$ cat config.mk
export PLATFORM = sky130hd
export DESIGN_NAME = flash_self_program_ctrl_flat
export DESIGN_NICKNAME = d
export VERILOG_FILES = /design/src/hdl/spm_pkg.sv /design/src/hdl/spm_if.sv /design/src/hdl/flash_self_program_ctrl.sv /design/src/hdl/prog_timer.sv /design/src/flat_wrapper.sv
export SDC_FILE = /design/constraint.sdc
export NUM_CORES = 1
export LEC_CHECK = 0
export BUFFER_PORTS_ARGS = -buffer_cell sky130_fd_sc_hd__buf_2
export CORE_MARGIN = 4
export CORE_UTILIZATION = 25
export CTS_CLUSTER_SIZE = 10
export DETAILED_ROUTE_END_ITERATION = 8
export PLACE_DENSITY = 0.56
export SYNTH_ARGS = -nofsm -noshare
export SYNTH_HDL_FRONTEND = slang
export SYNTH_SLANG_ARGS = --single-unit
$ cat constraint.sdc
create_clock -name pclk -period 4.5 [get_ports pclk]
set_input_delay 0.675 -clock pclk [delete_from_list [all_inputs] [get_ports pclk]]
set_output_delay 0.675 -clock pclk [all_outputs]
set_load 0.005 [all_outputs]
$ cat src/hdl/spm_pkg.sv
// shared constants for the flash self-programming controller and its core-side host
package spm_pkg;
    // control register bit positions
    localparam int CTRL_IE = 7;
    localparam int CTRL_RWW_BUSY = 6;
    localparam int CTRL_RESTORE = 4;
    localparam int CTRL_LOCKSET = 3;
    localparam int CTRL_PAGE_WRITE_CMD = 2;
    localparam int CTRL_PAGE_ERASE_CMD = 1;
    localparam int CTRL_STORE_PROG_ENABLE = 0;
    localparam logic [7:0] CTRL_RESET = 8'h00;
    localparam logic [7:0] CTRL_CMD_MASK = 8'h1f;
    localparam logic [4:0] CMD_RESTORE = 5'h11;
    localparam logic [4:0] CMD_LOCKSET = 5'h09;
    localparam logic [4:0] CMD_PAGE_WRITE_CMD = 5'h05;
    localparam logic [4:0] CMD_PAGE_ERASE_CMD = 5'h03;
    localparam logic [4:0] CMD_BUFLOAD = 5'h01;
    // arming windows in cycles after the control write
    localparam logic [2:0] LOAD_WIN = 3'h3;
    localparam logic [2:0] STORE_WIN = 3'h4;
    // pointer selections for fuse and lock reads, bit 15 ignored
    localparam logic [14:0] Z_FUSE_LOW = 15'h0000;
    localparam logic [14:0] Z_LOCK = 15'h0001;
    localparam logic [14:0] Z_FUSE_HIGH = 15'h0003;
    localparam logic [7:0] BLOCKED_BYTE = 8'hff;
    // flash geometry
    localparam int PC_W = 14;
    localparam int WORD_SEL_W = 6;
    localparam int PAGE_SEL_W = 8;
    localparam int Z_PAGE_LSB = 7;
    localparam int Z_WORD_LSB = 1;
    localparam logic [13:0] PROTECTED_BOOT_REGION_START = 14'h3800;
    localparam logic [7:0] RWW_PAGES = 8'd224;
    localparam int PROTECTED_BOOT_REGION_PAGES = 32;
    localparam int BOOTSZ_LSB = 1;
    localparam logic [13:0] BOOT_START_256 = 14'h3f00;
    localparam logic [13:0] BOOT_START_512 = 14'h3e00;
    localparam logic [13:0] BOOT_START_1024 = 14'h3c00;
    localparam logic [13:0] BOOT_START_2048 = 14'h3800;
    // programming time
    localparam int CLK_PERIOD_NS = 4;
    localparam int PROG_MIN_NS = 3700000;
    localparam int PROG_MAX_NS = 4500000;
    localparam int PROG_MIN_CYCLES = (PROG_MIN_NS + CLK_PERIOD_NS - 1) / CLK_PERIOD_NS;
    localparam int PROG_MAX_CYCLES = PROG_MAX_NS / CLK_PERIOD_NS;
    // host apb map
    localparam logic [7:0] ADDR_ZPTR = 8'h00;
    localparam logic [7:0] ADDR_DATA = 8'h04;
    localparam logic [7:0] ADDR_CMD = 8'h08;
    localparam logic [7:0] ADDR_STATUS = 8'h0c;
    localparam logic [7:0] ADDR_RESULT = 8'h10;
    localparam logic [7:0] ADDR_SYSRST = 8'h14;
    localparam int CMD_OP_LSB = 8;
    localparam logic [1:0] OP_NONE = 2'h0;
    localparam logic [1:0] OP_STORE = 2'h1;
    localparam logic [1:0] OP_LOAD = 2'h2;
endpackage

$ cat src/hdl/spm_if.sv
// core-to-flash-controller program-memory instruction port
`timescale 1ns/1ps
`default_nettype none
interface spm_if;
    logic ctrl_wr;
    logic [7:0] ctrl_wdata;
    logic [7:0] ctrl_rdata;
    logic store_req;
    logic load_req;
    logic [15:0] z_ptr;
    logic [15:0] store_data;
    logic [7:0] load_data;
    logic load_valid;
    logic sys_reset;
    modport core (output ctrl_wr, output ctrl_wdata, output store_req, output load_req,
                  output z_ptr, output store_data, output sys_reset,
                  input ctrl_rdata, input load_data, input load_valid);
    modport flash (input ctrl_wr, input ctrl_wdata, input store_req, input load_req,
                   input z_ptr, input store_data, input sys_reset,
                   output ctrl_rdata, output load_data, output load_valid);
endinterface
`default_nettype wire

$ cat src/hdl/flash_self_program_ctrl.sv
// flash self-programming controller: control register, arming windows, fuse/lock reads
//
// Operation
// - eeprom write busy blocks flash programming
// - eeprom write busy blocks fuse/lock reads
// - software checks eeprom busy before control write
// - pointer 0001 armed load returns lock byte
// - arming bits self-clear after read or timeout
// - unarmed load is ordinary flash read
// - pointer 0000 armed load returns fuse low
// - pointer 0003 armed load returns fuse high
// - programmed bits read zero, unprogrammed one
// - system reset never aborts running flash write
// - erase, write, lock write timed 3.7-4.5ms
// - boot size bits select boot region start
// - words below 3800 are read-while-write region
// - six low counter bits select page word
// - page from z14:z7, word from z6:z1
// - software zeroes word select on page write
// - z15 ignored, z0 is load byte select
// - read-while-write region unreadable while programming
// - software waits store enable, eeprom clear first
// - software repeats restore until region not busy (host issues restore once and does not recheck)
// - control register bit layout, reset zero
// - region busy set on program, cleared restore/load
`timescale 1ns/1ps
`default_nettype none
module flash_self_program_ctrl
    import spm_pkg::*;
#(
    parameter int PROG_CYCLES = PROG_MIN_CYCLES
)(
    input wire logic pclk,
    input wire logic presetn,
    spm_if.flash core,
    input wire logic ee_write_busy,
    input wire logic [7:0] fuse_low_prog,
    input wire logic [7:0] fuse_high_prog,
    input wire logic [7:0] lock_prog,
    output logic [PC_W-1:0] flash_raddr,
    input wire logic [15:0] flash_rdata,
    output logic buf_wr,
    output logic [WORD_SEL_W-1:0] buf_word,
    output logic [15:0] buf_wdata,
    output logic buf_clear,
    output logic prog_start,
    output logic prog_erase,
    output logic prog_lock,
    output logic [PAGE_SEL_W-1:0] prog_page,
    output logic [7:0] prog_lock_data,
    output logic prog_busy,
    output logic region_busy,
    output logic [PC_W-1:0] boot_start,
    output logic ready_irq
);
    typedef struct packed {
        logic [7:0] ctrl;
        logic [2:0] win;
        logic pend;
        logic from_flash;
        logic byte_hi;
        logic [7:0] direct;
        logic [PC_W-1:0] raddr;
        logic [7:0] load_data;
        logic load_valid;
        logic buf_wr;
        logic [WORD_SEL_W-1:0] buf_word;
        logic [15:0] buf_wdata;
        logic buf_clear;
        logic prog_start;
        logic prog_erase;
        logic prog_lock;
        logic [PAGE_SEL_W-1:0] prog_page;
        logic [7:0] lock_data;
        logic [PC_W-1:0] boot_start;
        logic irq;
    } ctl_s;
    ctl_s s_q;
    ctl_s s_d;
    logic tmr_busy;
    logic tmr_done;

    // *****************************************
    // helpers
    // *****************************************
    function automatic logic in_rww(input logic [PC_W-1:0] waddr);
        in_rww = waddr < PROTECTED_BOOT_REGION_START;
    endfunction

    function automatic logic cmd_legal(input logic [4:0] cmd);
        cmd_legal = (cmd == CMD_RESTORE) || (cmd == CMD_LOCKSET) || (cmd == CMD_PAGE_WRITE_CMD)
                    || (cmd == CMD_PAGE_ERASE_CMD) || (cmd == CMD_BUFLOAD);
    endfunction

    function automatic logic [PC_W-1:0] boot_of(input logic [1:0] sz);
        case (sz)
            2'b11: boot_of = BOOT_START_256;
            2'b10: boot_of = BOOT_START_512;
            2'b01: boot_of = BOOT_START_1024;
            default: boot_of = BOOT_START_2048;
        endcase
    endfunction

    // *****************************************
    // programming timer
    // *****************************************
    // survives system reset so an interrupted write still completes
    prog_timer #(.CYCLES(PROG_CYCLES)) u_timer (
        .pclk(pclk),
        .presetn(presetn),
        .start(s_q.prog_start),
        .busy(tmr_busy),
        .done(tmr_done)
    );

    // *****************************************
    // next state
    // *****************************************
    always_comb
    begin
        logic store_armed;
        logic load_armed;
        logic [4:0] cmd;
        logic [7:0] fuse_high_rd;
        store_armed = 1'b0;
        load_armed = 1'b0;
        cmd = 5'h00;
        fuse_high_rd = 8'h00;
        s_d = s_q;
        s_d.load_valid = 1'b0;
        s_d.buf_wr = 1'b0;
        s_d.buf_clear = 1'b0;
        s_d.prog_start = 1'b0;
        fuse_high_rd = ~fuse_high_prog;
        s_d.boot_start = boot_of(fuse_high_rd[BOOTSZ_LSB +: 2]);
        cmd = s_q.ctrl[4:0];
        // window counter restarts on each accepted control write with a legal command
        store_armed = s_q.ctrl[CTRL_STORE_PROG_ENABLE] && (s_q.win != 3'h0)
                      && (s_q.win <= STORE_WIN);
        load_armed = s_q.ctrl[CTRL_STORE_PROG_ENABLE] && s_q.ctrl[CTRL_LOCKSET]
                     && (s_q.win != 3'h0) && (s_q.win <= LOAD_WIN);
        if (s_q.win != 3'h0)
        begin
            if (s_q.win == STORE_WIN)
            begin
                s_d.win = 3'h0;
                s_d.ctrl = s_q.ctrl & ~CTRL_CMD_MASK;
            end
            else
            begin
                s_d.win = s_q.win + 3'h1;
            end
        end
        if (tmr_done)
            s_d.ctrl = s_q.ctrl & ~CTRL_CMD_MASK;
        // control write; refused during eeprom write or a running operation
        if (core.ctrl_wr && !ee_write_busy && !tmr_busy && !s_q.prog_start)
        begin
            s_d.ctrl[CTRL_IE] = core.ctrl_wdata[CTRL_IE];
            if (cmd_legal(core.ctrl_wdata[4:0]))
            begin
                s_d.ctrl[4:0] = core.ctrl_wdata[4:0];
                s_d.win = 3'h1;
            end
        end
        // store instruction
        if (core.store_req && store_armed && !ee_write_busy)
        begin
            s_d.win = 3'h0;
            case (cmd)
                CMD_PAGE_ERASE_CMD, CMD_PAGE_WRITE_CMD:
                begin
                    // a store in the last window cycle must not lose the command bits
                    s_d.ctrl[4:0] = s_q.ctrl[4:0];
                    s_d.prog_start = 1'b1;
                    s_d.prog_erase = (cmd == CMD_PAGE_ERASE_CMD);
                    s_d.prog_lock = 1'b0;
                    s_d.prog_page = core.z_ptr[Z_PAGE_LSB +: PAGE_SEL_W];
                    if (core.z_ptr[Z_PAGE_LSB +: PAGE_SEL_W] < RWW_PAGES)
                        s_d.ctrl[CTRL_RWW_BUSY] = 1'b1;
                end
                CMD_LOCKSET:
                begin
                    s_d.prog_start = 1'b1;
                    s_d.ctrl[4:0] = s_q.ctrl[4:0];
                    s_d.prog_erase = 1'b0;
                    s_d.prog_lock = 1'b1;
                    s_d.lock_data = core.store_data[7:0];
                end
                CMD_RESTORE:
                begin
                    s_d.ctrl = s_q.ctrl & ~CTRL_CMD_MASK;
                    s_d.ctrl[CTRL_RWW_BUSY] = 1'b0;
                    s_d.buf_clear = 1'b1;
                end
                default:
                begin
                    s_d.ctrl = s_q.ctrl & ~CTRL_CMD_MASK;
                    s_d.ctrl[CTRL_RWW_BUSY] = 1'b0;
                    s_d.buf_wr = 1'b1;
                    s_d.buf_word = core.z_ptr[Z_WORD_LSB +: WORD_SEL_W];
                    s_d.buf_wdata = core.store_data;
                end
            endcase
        end
        // load instruction; answer two cycles later
        if (core.load_req)
        begin
            s_d.pend = 1'b1;
            s_d.from_flash = 1'b0;
            s_d.byte_hi = core.z_ptr[0];
            s_d.direct = BLOCKED_BYTE;
            if (load_armed)
            begin
                s_d.win = 3'h0;
                s_d.ctrl[CTRL_LOCKSET] = 1'b0;
                s_d.ctrl[CTRL_STORE_PROG_ENABLE] = 1'b0;
                if (!ee_write_busy)
                begin
                    case (core.z_ptr[14:0])
                        Z_LOCK: s_d.direct = ~lock_prog;
                        Z_FUSE_LOW: s_d.direct = ~fuse_low_prog;
                        Z_FUSE_HIGH: s_d.direct = fuse_high_rd;
                        default: s_d.direct = BLOCKED_BYTE;
                    endcase
                end
            end
            else if (!(s_q.ctrl[CTRL_RWW_BUSY] && in_rww(core.z_ptr[14:1])))
            begin
                s_d.from_flash = 1'b1;
                s_d.raddr = core.z_ptr[14:1];
            end
        end
        if (s_q.pend && !core.load_req)
            s_d.pend = 1'b0;
        if (s_q.pend)
        begin
            s_d.load_valid = 1'b1;
            if (!s_q.from_flash)
                s_d.load_data = s_q.direct;
            else if (s_q.byte_hi)
                s_d.load_data = flash_rdata[15:8];
            else
                s_d.load_data = flash_rdata[7:0];
        end
        // system reset clears software state but keeps a running write alive
        if (core.sys_reset)
        begin
            s_d.ctrl = CTRL_RESET;
            s_d.ctrl[CTRL_STORE_PROG_ENABLE] = tmr_busy || s_q.prog_start;
            s_d.ctrl[CTRL_RWW_BUSY] = s_q.ctrl[CTRL_RWW_BUSY];
            s_d.win = 3'h0;
            s_d.pend = 1'b0;
            s_d.load_valid = 1'b0;
            s_d.buf_wr = 1'b0;
            s_d.buf_clear = 1'b1;
        end
        s_d.irq = s_d.ctrl[CTRL_IE] && !s_d.ctrl[CTRL_STORE_PROG_ENABLE];
    end

    always_ff @(posedge pclk or negedge presetn)
    begin
        if (!presetn)
            s_q <= '0;
        else
            s_q <= s_d;
    end

    // *****************************************
    // outputs
    // *****************************************
    assign core.ctrl_rdata = s_q.ctrl;
    assign core.load_data = s_q.load_data;
    assign core.load_valid = s_q.load_valid;
    assign flash_raddr = s_q.raddr;
    assign buf_wr = s_q.buf_wr;
    assign buf_word = s_q.buf_word;
    assign buf_wdata = s_q.buf_wdata;
    assign buf_clear = s_q.buf_clear;
    assign prog_start = s_q.prog_start;
    assign prog_erase = s_q.prog_erase;
    assign prog_lock = s_q.prog_lock;
    assign prog_page = s_q.prog_page;
    assign prog_lock_data = s_q.lock_data;
    assign prog_busy = tmr_busy;
    assign region_busy = s_q.ctrl[CTRL_RWW_BUSY];
    assign boot_start = s_q.boot_start;
    assign ready_irq = s_q.irq;
endmodule
`default_nettype wire

$ cat src/hdl/prog_timer.sv
// programming duration timer, cleared only by power-on reset
`timescale 1ns/1ps
`default_nettype none
module prog_timer
    import spm_pkg::*;
#(
    parameter int CYCLES = PROG_MIN_CYCLES
)(
    input wire logic pclk,
    input wire logic presetn,
    input wire logic start,
    output logic busy,
    output logic done
);
    typedef struct packed {
        logic [23:0] cnt;
        logic busy;
        logic done;
    } tmr_s;
    tmr_s s_q;
    tmr_s s_d;

    always_comb
    begin
        s_d = s_q;
        s_d.done = 1'b0;
        if (s_q.busy)
        begin
            if (s_q.cnt == 24'(CYCLES - 1))
            begin
                s_d.busy = 1'b0;
                s_d.done = 1'b1;
            end
            else
            begin
                s_d.cnt = s_q.cnt + 24'h000001;
            end
        end
        else if (start)
        begin
            s_d.busy = 1'b1;
            s_d.cnt = 24'h000000;
        end
    end

    always_ff @(posedge pclk or negedge presetn)
    begin
        if (!presetn)
            s_q <= '0;
        else
            s_q <= s_d;
    end

    assign busy = s_q.busy;
    assign done = s_q.done;
endmodule
`default_nettype wire

$ cat src/flat_wrapper.sv
// flat-port wrapper written by rule: the top's interface ports become plain ports
module flash_self_program_ctrl_flat import spm_pkg::*;
#(
    parameter int PROG_CYCLES = PROG_MIN_CYCLES
)
  (pclk, presetn, ee_write_busy, fuse_low_prog, fuse_high_prog, lock_prog, flash_raddr, flash_rdata, buf_wr, buf_word, buf_wdata, buf_clear, prog_start, prog_erase, prog_lock, prog_page, prog_lock_data, prog_busy, region_busy, boot_start, ready_irq, core_ctrl_wr, core_ctrl_wdata, core_store_req, core_load_req, core_z_ptr, core_store_data, core_sys_reset, core_ctrl_rdata, core_load_data, core_load_valid);
  spm_if core_i ();
  input wire logic pclk;
  input wire logic presetn;
  input wire logic ee_write_busy;
  input wire logic [7:0] fuse_low_prog;
  input wire logic [7:0] fuse_high_prog;
  input wire logic [7:0] lock_prog;
  output logic [PC_W-1:0] flash_raddr;
  input wire logic [15:0] flash_rdata;
  output logic buf_wr;
  output logic [WORD_SEL_W-1:0] buf_word;
  output logic [15:0] buf_wdata;
  output logic buf_clear;
  output logic prog_start;
  output logic prog_erase;
  output logic prog_lock;
  output logic [PAGE_SEL_W-1:0] prog_page;
  output logic [7:0] prog_lock_data;
  output logic prog_busy;
  output logic region_busy;
  output logic [PC_W-1:0] boot_start;
  output logic ready_irq;
  input wire logic [$bits(core_i.ctrl_wr)-1:0] core_ctrl_wr;
  input wire logic [$bits(core_i.ctrl_wdata)-1:0] core_ctrl_wdata;
  input wire logic [$bits(core_i.store_req)-1:0] core_store_req;
  input wire logic [$bits(core_i.load_req)-1:0] core_load_req;
  input wire logic [$bits(core_i.z_ptr)-1:0] core_z_ptr;
  input wire logic [$bits(core_i.store_data)-1:0] core_store_data;
  input wire logic [$bits(core_i.sys_reset)-1:0] core_sys_reset;
  output wire logic [$bits(core_i.ctrl_rdata)-1:0] core_ctrl_rdata;
  output wire logic [$bits(core_i.load_data)-1:0] core_load_data;
  output wire logic [$bits(core_i.load_valid)-1:0] core_load_valid;
  assign core_i.ctrl_wr = core_ctrl_wr;
  assign core_i.ctrl_wdata = core_ctrl_wdata;
  assign core_i.store_req = core_store_req;
  assign core_i.load_req = core_load_req;
  assign core_i.z_ptr = core_z_ptr;
  assign core_i.store_data = core_store_data;
  assign core_i.sys_reset = core_sys_reset;
  assign core_ctrl_rdata = core_i.ctrl_rdata;
  assign core_load_data = core_i.load_data;
  assign core_load_valid = core_i.load_valid;
  flash_self_program_ctrl #(.PROG_CYCLES(PROG_CYCLES)) u_core (.pclk(pclk), .presetn(presetn), .core(core_i), .ee_write_busy(ee_write_busy), .fuse_low_prog(fuse_low_prog), .fuse_high_prog(fuse_high_prog), .lock_prog(lock_prog), .flash_raddr(flash_raddr), .flash_rdata(flash_rdata), .buf_wr(buf_wr), .buf_word(buf_word), .buf_wdata(buf_wdata), .buf_clear(buf_clear), .prog_start(prog_start), .prog_erase(prog_erase), .prog_lock(prog_lock), .prog_page(prog_page), .prog_lock_data(prog_lock_data), .prog_busy(prog_busy), .region_busy(region_busy), .boot_start(boot_start), .ready_irq(ready_irq));
endmodule
==> flow_metrics.env, run 1 <==
export IMPL_vias_per_cell=4.349
export IMPL_vias=4371
export IMPL_track_usage_pct=10.84
export IMPL_hold_class="in -> reg"
export IMPL_status="finished, final reports clean"
export IMPL_seq_area_frac_synth_pct=47.32
export IMPL_drive_gt1_share_pct=38.53
export IMPL_portBuffers=165
export IMPL_post_cts_buffers=0
export IMPL_maxSlewViolCount=0
export IMPL_grt_max_degree=80
export IMPL_skew_ns=0.008245
export IMPL_max_cap_violations=0
export IMPL_clk_latency_ns=0.41
export IMPL_r2r_slack_ns=1.92
export IMPL_cts_hold_buffers=0
export IMPL_core_um2=24460
export IMPL_ys_ff_latch=118
export IMPL_dr_first_iter_drc_count=224
export IMPL_wire_per_inst_um=14.92
export IMPL_yosysTopAreaCellShare_pct=47.32
export IMPL_syn_area_per_cell_um2=10.81
export IMPL_drc=0
export IMPL_syn_to_final_growth_pct=18.49
export IMPL_placed_cell_area_um2=6764
export IMPL_synth_top_flop_cell="dfrtp_1"
export IMPL_hp_start="fuse_high_prog[1]"
export IMPL_grt_pass1_wl_um=23820
export IMPL_ys_warn_count=0
export IMPL_slew_headroom_pct=30.76
export IMPL_async_reset_ff_share_pct=100.0
export IMPL_p_sw_share_pct=22.07
export IMPL_final_setup_tns_ns=0
export IMPL_dr_wl_met2_um=7039
export IMPL_yosys_top_cells_count="118 x dfrtp_1, 83 x buf_4, 46 x nor2_1"
export IMPL_period_needed_ns=2.583
export IMPL_vdd_drop_max_uv=202.4
export IMPL_synth_edff_count=0
export IMPL_wirelength_um=15000
export IMPL_fill_cells=2525
export IMPL_nets=759
export IMPL_ant_nets=0
export IMPL_register_area_um2=2953
export IMPL_cp_arrival_ns=2.87
export IMPL_overflow=0
export IMPL_numCtsBuffers=17
export IMPL_grt_antenna_before_repair=2
export IMPL_final_area_um2=7393
export IMPL_min_to="u_core.boot_start[8]$_DFF_PN0_"
export IMPL_worstRegToRegCells=6
export IMPL_htreeDepth=4
export IMPL_hold_violations=0
export IMPL_place_congestion=0.7447
export IMPL_pwr_share_seq_pct=40.6
export IMPL_worst_pin_slew_ns=1.035
export IMPL_dp_hpwl_um=10940
export IMPL_synth_cells=577
export IMPL_cts_clk_slew_worst_paths_ns=0.06
export IMPL_whs_path_depth=2
export IMPL_cts_root_buffer="clkbuf_16"
export IMPL_ios=178
export IMPL_leakagePower_uw=0.003557
export IMPL_syn_area_um2=6240
export IMPL_yosysUniqueCellTypes=64
export IMPL_power_internal_uw=2195
export IMPL_start_util_pct=25.51
export IMPL_dieArea_um2=27550
export IMPL_first_pass_iters=4
export IMPL_drt_met1_wl_um=6809
export IMPL_r2r_end="u_core.buf_wdata[14]$_DFFE_PN0P_"
export IMPL_synth_most_common_cell="dfrtp_1"
export IMPL_fp_row_count=57
export IMPL_crit_type="reg -> reg"
export IMPL_power_share_clock_pct=51.4
export IMPL_cp_required_ns=4.79
export IMPL_top_layer="met5"
export IMPL_ys_top_cells_by_area="dfrtp_1 47%, buf_4 10%, mux2_2 7.8%, mux2i_1 2.9%, nor2_1 2.8%"
export IMPL_numClockSinks=118
export IMPL_finalCritPeriodShare_pct=57.39
export IMPL_achievable_frequency_ghz=0.3872
export IMPL_crit_fanout=24
export IMPL_cts_tree="done"
export IMPL_endpoint_kind="flop"
export IMPL_die_h_um=166.0
export IMPL_combPwrFrac_pct=8.0
export IMPL_die_w_um=166.0
export IMPL_reg2reg_from="u_core.s_q[92]$_DFF_PN0_"
export IMPL_p_sw_uw=621.6
export IMPL_final_setup_viol_count=0
export IMPL_synth_top_area_cell="dfrtp_1"
export IMPL_met3RoutedLength_um=861
export IMPL_grt_pass1_vias=4324
export IMPL_critPathLaunchType="flop"
export IMPL_rsz0062_at_grt="no"
export IMPL_cts_resized_gates=0
export IMPL_cts_buffer_depth=2
export IMPL_multi_input_area_um2=2506
export IMPL_powerDensity_nw_per_um2=381.0
## critical path, cell delays in order (launching register included)
cell and delay, ns:
dfrtp_1 0.38, inv_1 0.07, ha_1 0.28, xor2_1 0.17, nor2_1 0.29, nand3_2 0.68
mux2_1 0.57
## power groups by stage
stage	registers, uW	clock network [uW]	logic [uW]
after CTS	1140	1500	234
after global placement	1160	0	231
after global routing	1150	1540	252
after detailed placement	1160	0	233
final	1140	1450	225
after floorplan	1150	0	170
## final cells by class
| type | instances | area share [%] |
|---|---|---|
| diodes | 1 | 0.03385 |
| clock buffers | 24 | 6.515 |
| clock inverters | 8 | 1.963 |
| inverters | 15 | 0.7616 |
| multi-input cells | 348 | 33.90 |
| flip-flops and latches | 118 | 39.94 |
| well taps | 324 | 5.483 |
| repair buffers | 167 | 11.41 |
## stage by stage
stage | std cells | util [%] | setup WS (ns) | power, uW | hold WS [ns]
floorplan | 585 | - | 2.456 | 1318 | 0.3794
global placement | 972 | 27.65 | 1.731 | 1392 | 0.4556
detailed placement | 972 | 27.65 | 1.706 | 1396 | 0.4687
CTS | 1004 | 30.21 | 1.883 | 2879 | 0.4205
global route | 1005 | 30.22 | 1.739 | 2940 | 0.4238
finish | 1005 | 30.22 | 1.917 | 2817 | 0.4450
## cell usage in the layout, fill, tap and decap left out, types with 3 or more instances in the layout
| cell type | count |
|---|---|
| o31a_1 | 3 |
| ha_1 | 5 |
| nand4_1 | 9 |
| clkbuf_1 | 4 |
| conb_1 | 10 |
| nor2_1 | 46 |
| a21oi_1 | 25 |
| mux2_2 | 43 |
| mux2i_1 | 18 |
| mux2_4 | 10 |
| inv_1 | 14 |
| nand2_1 | 29 |
| nor4b_1 | 4 |
| xor2_1 | 8 |
| dfrtp_1 | 118 |
| o21ai_0 | 23 |
| bufinv_16 | 4 |
| clkbuf_16 | 17 |
| nor4_1 | 7 |
| clkbuf_8 | 3 |
| buf_2 | 164 |
| a211oi_1 | 3 |
| buf_4 | 3 |
| and3_1 | 5 |
| and2_1 | 3 |
| o22a_1 | 7 |
| nor2b_1 | 4 |
| mux2_1 | 7 |
| nand3_1 | 14 |
| xnor2_1 | 14 |
| nor3_1 | 10 |
## kinds of logic (layout without fill, tap and decap cells)
logic type / after synthesis / in the layout / synth area share [%]
buf+inv: 119 / 214 / 12.99
flops: 118 / 118 / 47.32
simple gates: 151 / 151 / 12.79
mux: 78 / 78 / 14.32
compound gates: 81 / 81 / 8.202
other cells: 2 / 11 / 0.1204
fa+ha+maj: 6 / 6 / 1.163
xor+xnor: 22 / 22 / 3.088
## worst max-delay path by stage
stage / startpoint / to / cells past startpoint
final: u_core.s_q[92]$_DFF_PN0_ / u_core.buf_wdata[14]$_DFFE_PN0P_ / 6
after global routing: u_core.s_q[92]$_DFF_PN0_ / u_core.buf_wdata[14]$_DFFE_PN0P_ / 6
after CTS: u_core.s_q[92]$_DFF_PN0_ / u_core.buf_wdata[14]$_DFFE_PN0P_ / 6
after detailed placement: ee_write_busy / u_core.buf_wdata[14]$_DFFE_PN0P_ / 5
after global placement: ee_write_busy / u_core.buf_wdata[12]$_DFFE_PN0P_ / 5
after floorplan: ee_write_busy / u_core.prog_lock_data[0]$_DFFE_PN0P_ / 7
## metal layers
metal	vias up	global-route usage (%)
li1	2106	-
met1	2127	13.74
met2	119	17.24
met3	17	3.594
met4	2	4.053
met5	-	0
## registers in the layout, summed over array words and instances, names as in the netlist, 4 cells and up
name,count
u_core.u_timer.s_q,24
u_core.buf_wdata,16
u_core.flash_raddr,14
u_core.s_q,14
u_core.core.load_data,8
u_core.prog_lock_data,8
u_core.prog_page,8
u_core.core.ctrl_rdata,7
u_core.buf_word,6
u_core.boot_start,4
Power figures use the tool's default switching activity.
==> run 2: changes to the inputs <==
clock period = 2.62 ns   (was 4.5 ns; I/O delays follow)
==> flow_metrics.env, run 2 (synthesized netlist as in run 1, its figures left out) <==
export IMPL_status="finished, final reports clean"
export IMPL_rsz0062_at_grt="no"
export IMPL_p_total_uw=4637
export IMPL_crit_slowest_cell="dfrtp_1"
export IMPL_vias=4436
export IMPL_fill_cells=2548
export IMPL_cp_depth=8
export IMPL_power_internal_uw=3562
export IMPL_wire_per_inst_um=14.89
export IMPL_crit_type="reg -> reg"
export IMPL_start_util_pct=25.51
export IMPL_whs_path_depth=2
export IMPL_dieArea_um2=27550
export IMPL_ant_nets=0
export IMPL_cts_tree="done"
export IMPL_period_needed_ns=2.098
export IMPL_clk_latency_ns=0.41
export IMPL_grt_max_degree=106
export IMPL_htreeDepth=4
export IMPL_portBuffers=165
export IMPL_numCtsBuffers=17
export IMPL_num_antenna_cells=0
export IMPL_numClockSinks=118
export IMPL_place_congestion=0.7401
export IMPL_skew_ns=0.006328
export IMPL_p_sw_uw=1075
export IMPL_pwr_share_seq_pct=42.3
export IMPL_grt_pass1_wl_um=24230
export IMPL_power_share_clock_pct=49.2
export IMPL_worst_pin_slew_ns=0.6554
export IMPL_r2r_end="u_core.prog_lock_data[7]$_DFFE_PN0P_"
export IMPL_hold_violations=0
export IMPL_cp_top_family="simple AND/OR/NAND/NOR gates"
export IMPL_wirelength_um=15080
export IMPL_first_pass_iters=4
export IMPL_final_cell_mix="164 x buf_2, 118 x dfrtp_1, 46 x nor2_1"
export IMPL_slowest_delay_ns=0.37
export IMPL_register_area_um2=2953
export IMPL_powerDensity_nw_per_um2=623.8
export IMPL_die_w_um=166.0
export IMPL_core_um2=24460
export IMPL_track_usage_pct=11.02
export IMPL_crit_buf_inv=2
export IMPL_drive_gt1_share_pct=39.77
export IMPL_final_common_cell="buf_2"
export IMPL_cts_buffer_depth=2
export IMPL_drc=0
export IMPL_regMostFlops="u_core.u_timer.s_q"
export IMPL_largest_reg_flops=24
export IMPL_cp_endpoint="u_core.prog_lock_data[7]$_DFFE_PN0P_"
export IMPL_worstRegToRegCells=8
export IMPL_overflow=0
export IMPL_cts_resized_gates=0
export IMPL_endpoint_kind="flop"
export IMPL_reg2reg_from="u_core.s_q[92]$_DFF_PN0_"
export IMPL_r2r_slack_ns=0.52
export IMPL_nets=770
export IMPL_crit_fanout=7
export IMPL_cp_required_ns=2.91
export IMPL_vdd_drop_max_uv=386.4
export IMPL_leakagePower_uw=0.003595
export IMPL_multi_input_area_um2=2506
export IMPL_final_setup_tns_ns=0
export IMPL_hold_class="in -> reg"
export IMPL_p_sw_share_pct=23.18
export IMPL_cp_arrival_ns=2.39
export IMPL_vias_per_cell=4.379
export IMPL_slew_headroom_pct=56.22
export IMPL_dp_hpwl_um=10990
export IMPL_max_cap_violations=0
export IMPL_critPathLaunch="u_core.s_q[92]$_DFF_PN0_"
export IMPL_critPathLaunchType="flop"
export IMPL_grt_pass1_vias=4414
export IMPL_cts_root_buffer="clkbuf_16"
export IMPL_combPwrFrac_pct=8.5
export IMPL_crit_chain="inv_1 -> ha_1 -> xor2_1 -> or2_1 -> nor2_4 -> and3_1 -> buf_4 -> mux2_2"
export IMPL_ios=178
export IMPL_dr_first_iter_drc_count=236
export IMPL_achievable_frequency_ghz=0.4767
export IMPL_final_setup_viol_count=0
export IMPL_cts_clk_slew_worst_paths_ns=0.05
export IMPL_maxSlewViolCount=0
export IMPL_grt_antenna_before_repair=1
export IMPL_syn_to_final_growth_pct=19.13
export IMPL_fp_row_count=57
export IMPL_finalCritPeriodShare_pct=80.06
export IMPL_die_h_um=166.0
run 2: changes by cell type in the layout (fill, tap and decap cells not counted), sizes merged:
cell / change
buf: +10
bufinv: -2
clkbuf: -4
clkinv: +4
diode: -1
dlygate4sd3: +1
run 2: repair_timing:
item | 4_1_cts | 5_1_grt
setup buffers | 0 | 0
hold endpoints to repair | 13 | 0
endpoints found under the setup margin | 0 | 0
hold buffers | 1 | 0
run 2: layer usage:
layer | share of wire, % | track usage (%)
met5 | 0.086 | 0
met2 | 48 | 17.51
met4 | 1.5 | 3.874
met3 | 5.4 | 3.452
met1 | 45 | 14.22
run 2: power by group through the flow:
stage                     combinational [uW]  sequential, uW  clock [uW]
after CTS                                408            1970        2350
after global placement                   401            1990           0
after global routing                     439            1980        2430
final                                    393            1960        2280
after floorplan                          293            1970           0
after detailed placement                 405            2000           0
run 2: worst register-to-register path: cells and delay by family (launching register included):
kind | cells | cell delay [ns]
xor gates and xnor gates | 1 | 0.18
adders and majority gates | 1 | 0.27
buffers and inverters | 2 | 0.24
DFF | 1 | 0.37
muxes | 1 | 0.34
and+or+nand+nor | 3 | 0.58
run 2: how the worst min path moves through the flow:
stage | startpoint | end | slack [ns]
after floorplan | presetn | u_core.boot_start[10]$_DFF_PN0_ | 0.1
after global placement | presetn | u_core.buf_wdata[0]$_DFFE_PN0P_ | 0.26
after detailed placement | presetn | u_core.buf_wdata[0]$_DFFE_PN0P_ | 0.26
after CTS | fuse_high_prog[1] | u_core.boot_start[8]$_DFF_PN0_ | 0.14
after global routing | fuse_high_prog[1] | u_core.boot_start[8]$_DFF_PN0_ | 0.16
final | fuse_high_prog[1] | u_core.boot_start[8]$_DFF_PN0_ | 0.16
run 2: cell type report:
type                    count  area share (%)
multi-input cells         348           33.71
flip-flops and latches    118           39.72
well taps                 324           5.454
clock buffers              20           6.278
repair buffers            178           12.66
inverters                  15          0.7574
clock inverters            10           1.414
run 2: stage by stage:
step / instances / hold slack [ns] / utilization, % / instance area, um^2 / setup slack [ns]
after floorplan: 585 / 0.09741 / - / 6270 / 0.6277
final: 1013 / 0.1610 / 30.39 / 7433 / 0.5224
after detailed placement: 982 / 0.2636 / 28.01 / 6852 / 0.5272
after global routing: 1013 / 0.1584 / 30.39 / 7433 / 0.3779
after global placement: 982 / 0.2635 / 28.01 / 6852 / 0.5211
after CTS: 1013 / 0.1389 / 30.39 / 7433 / 0.5129
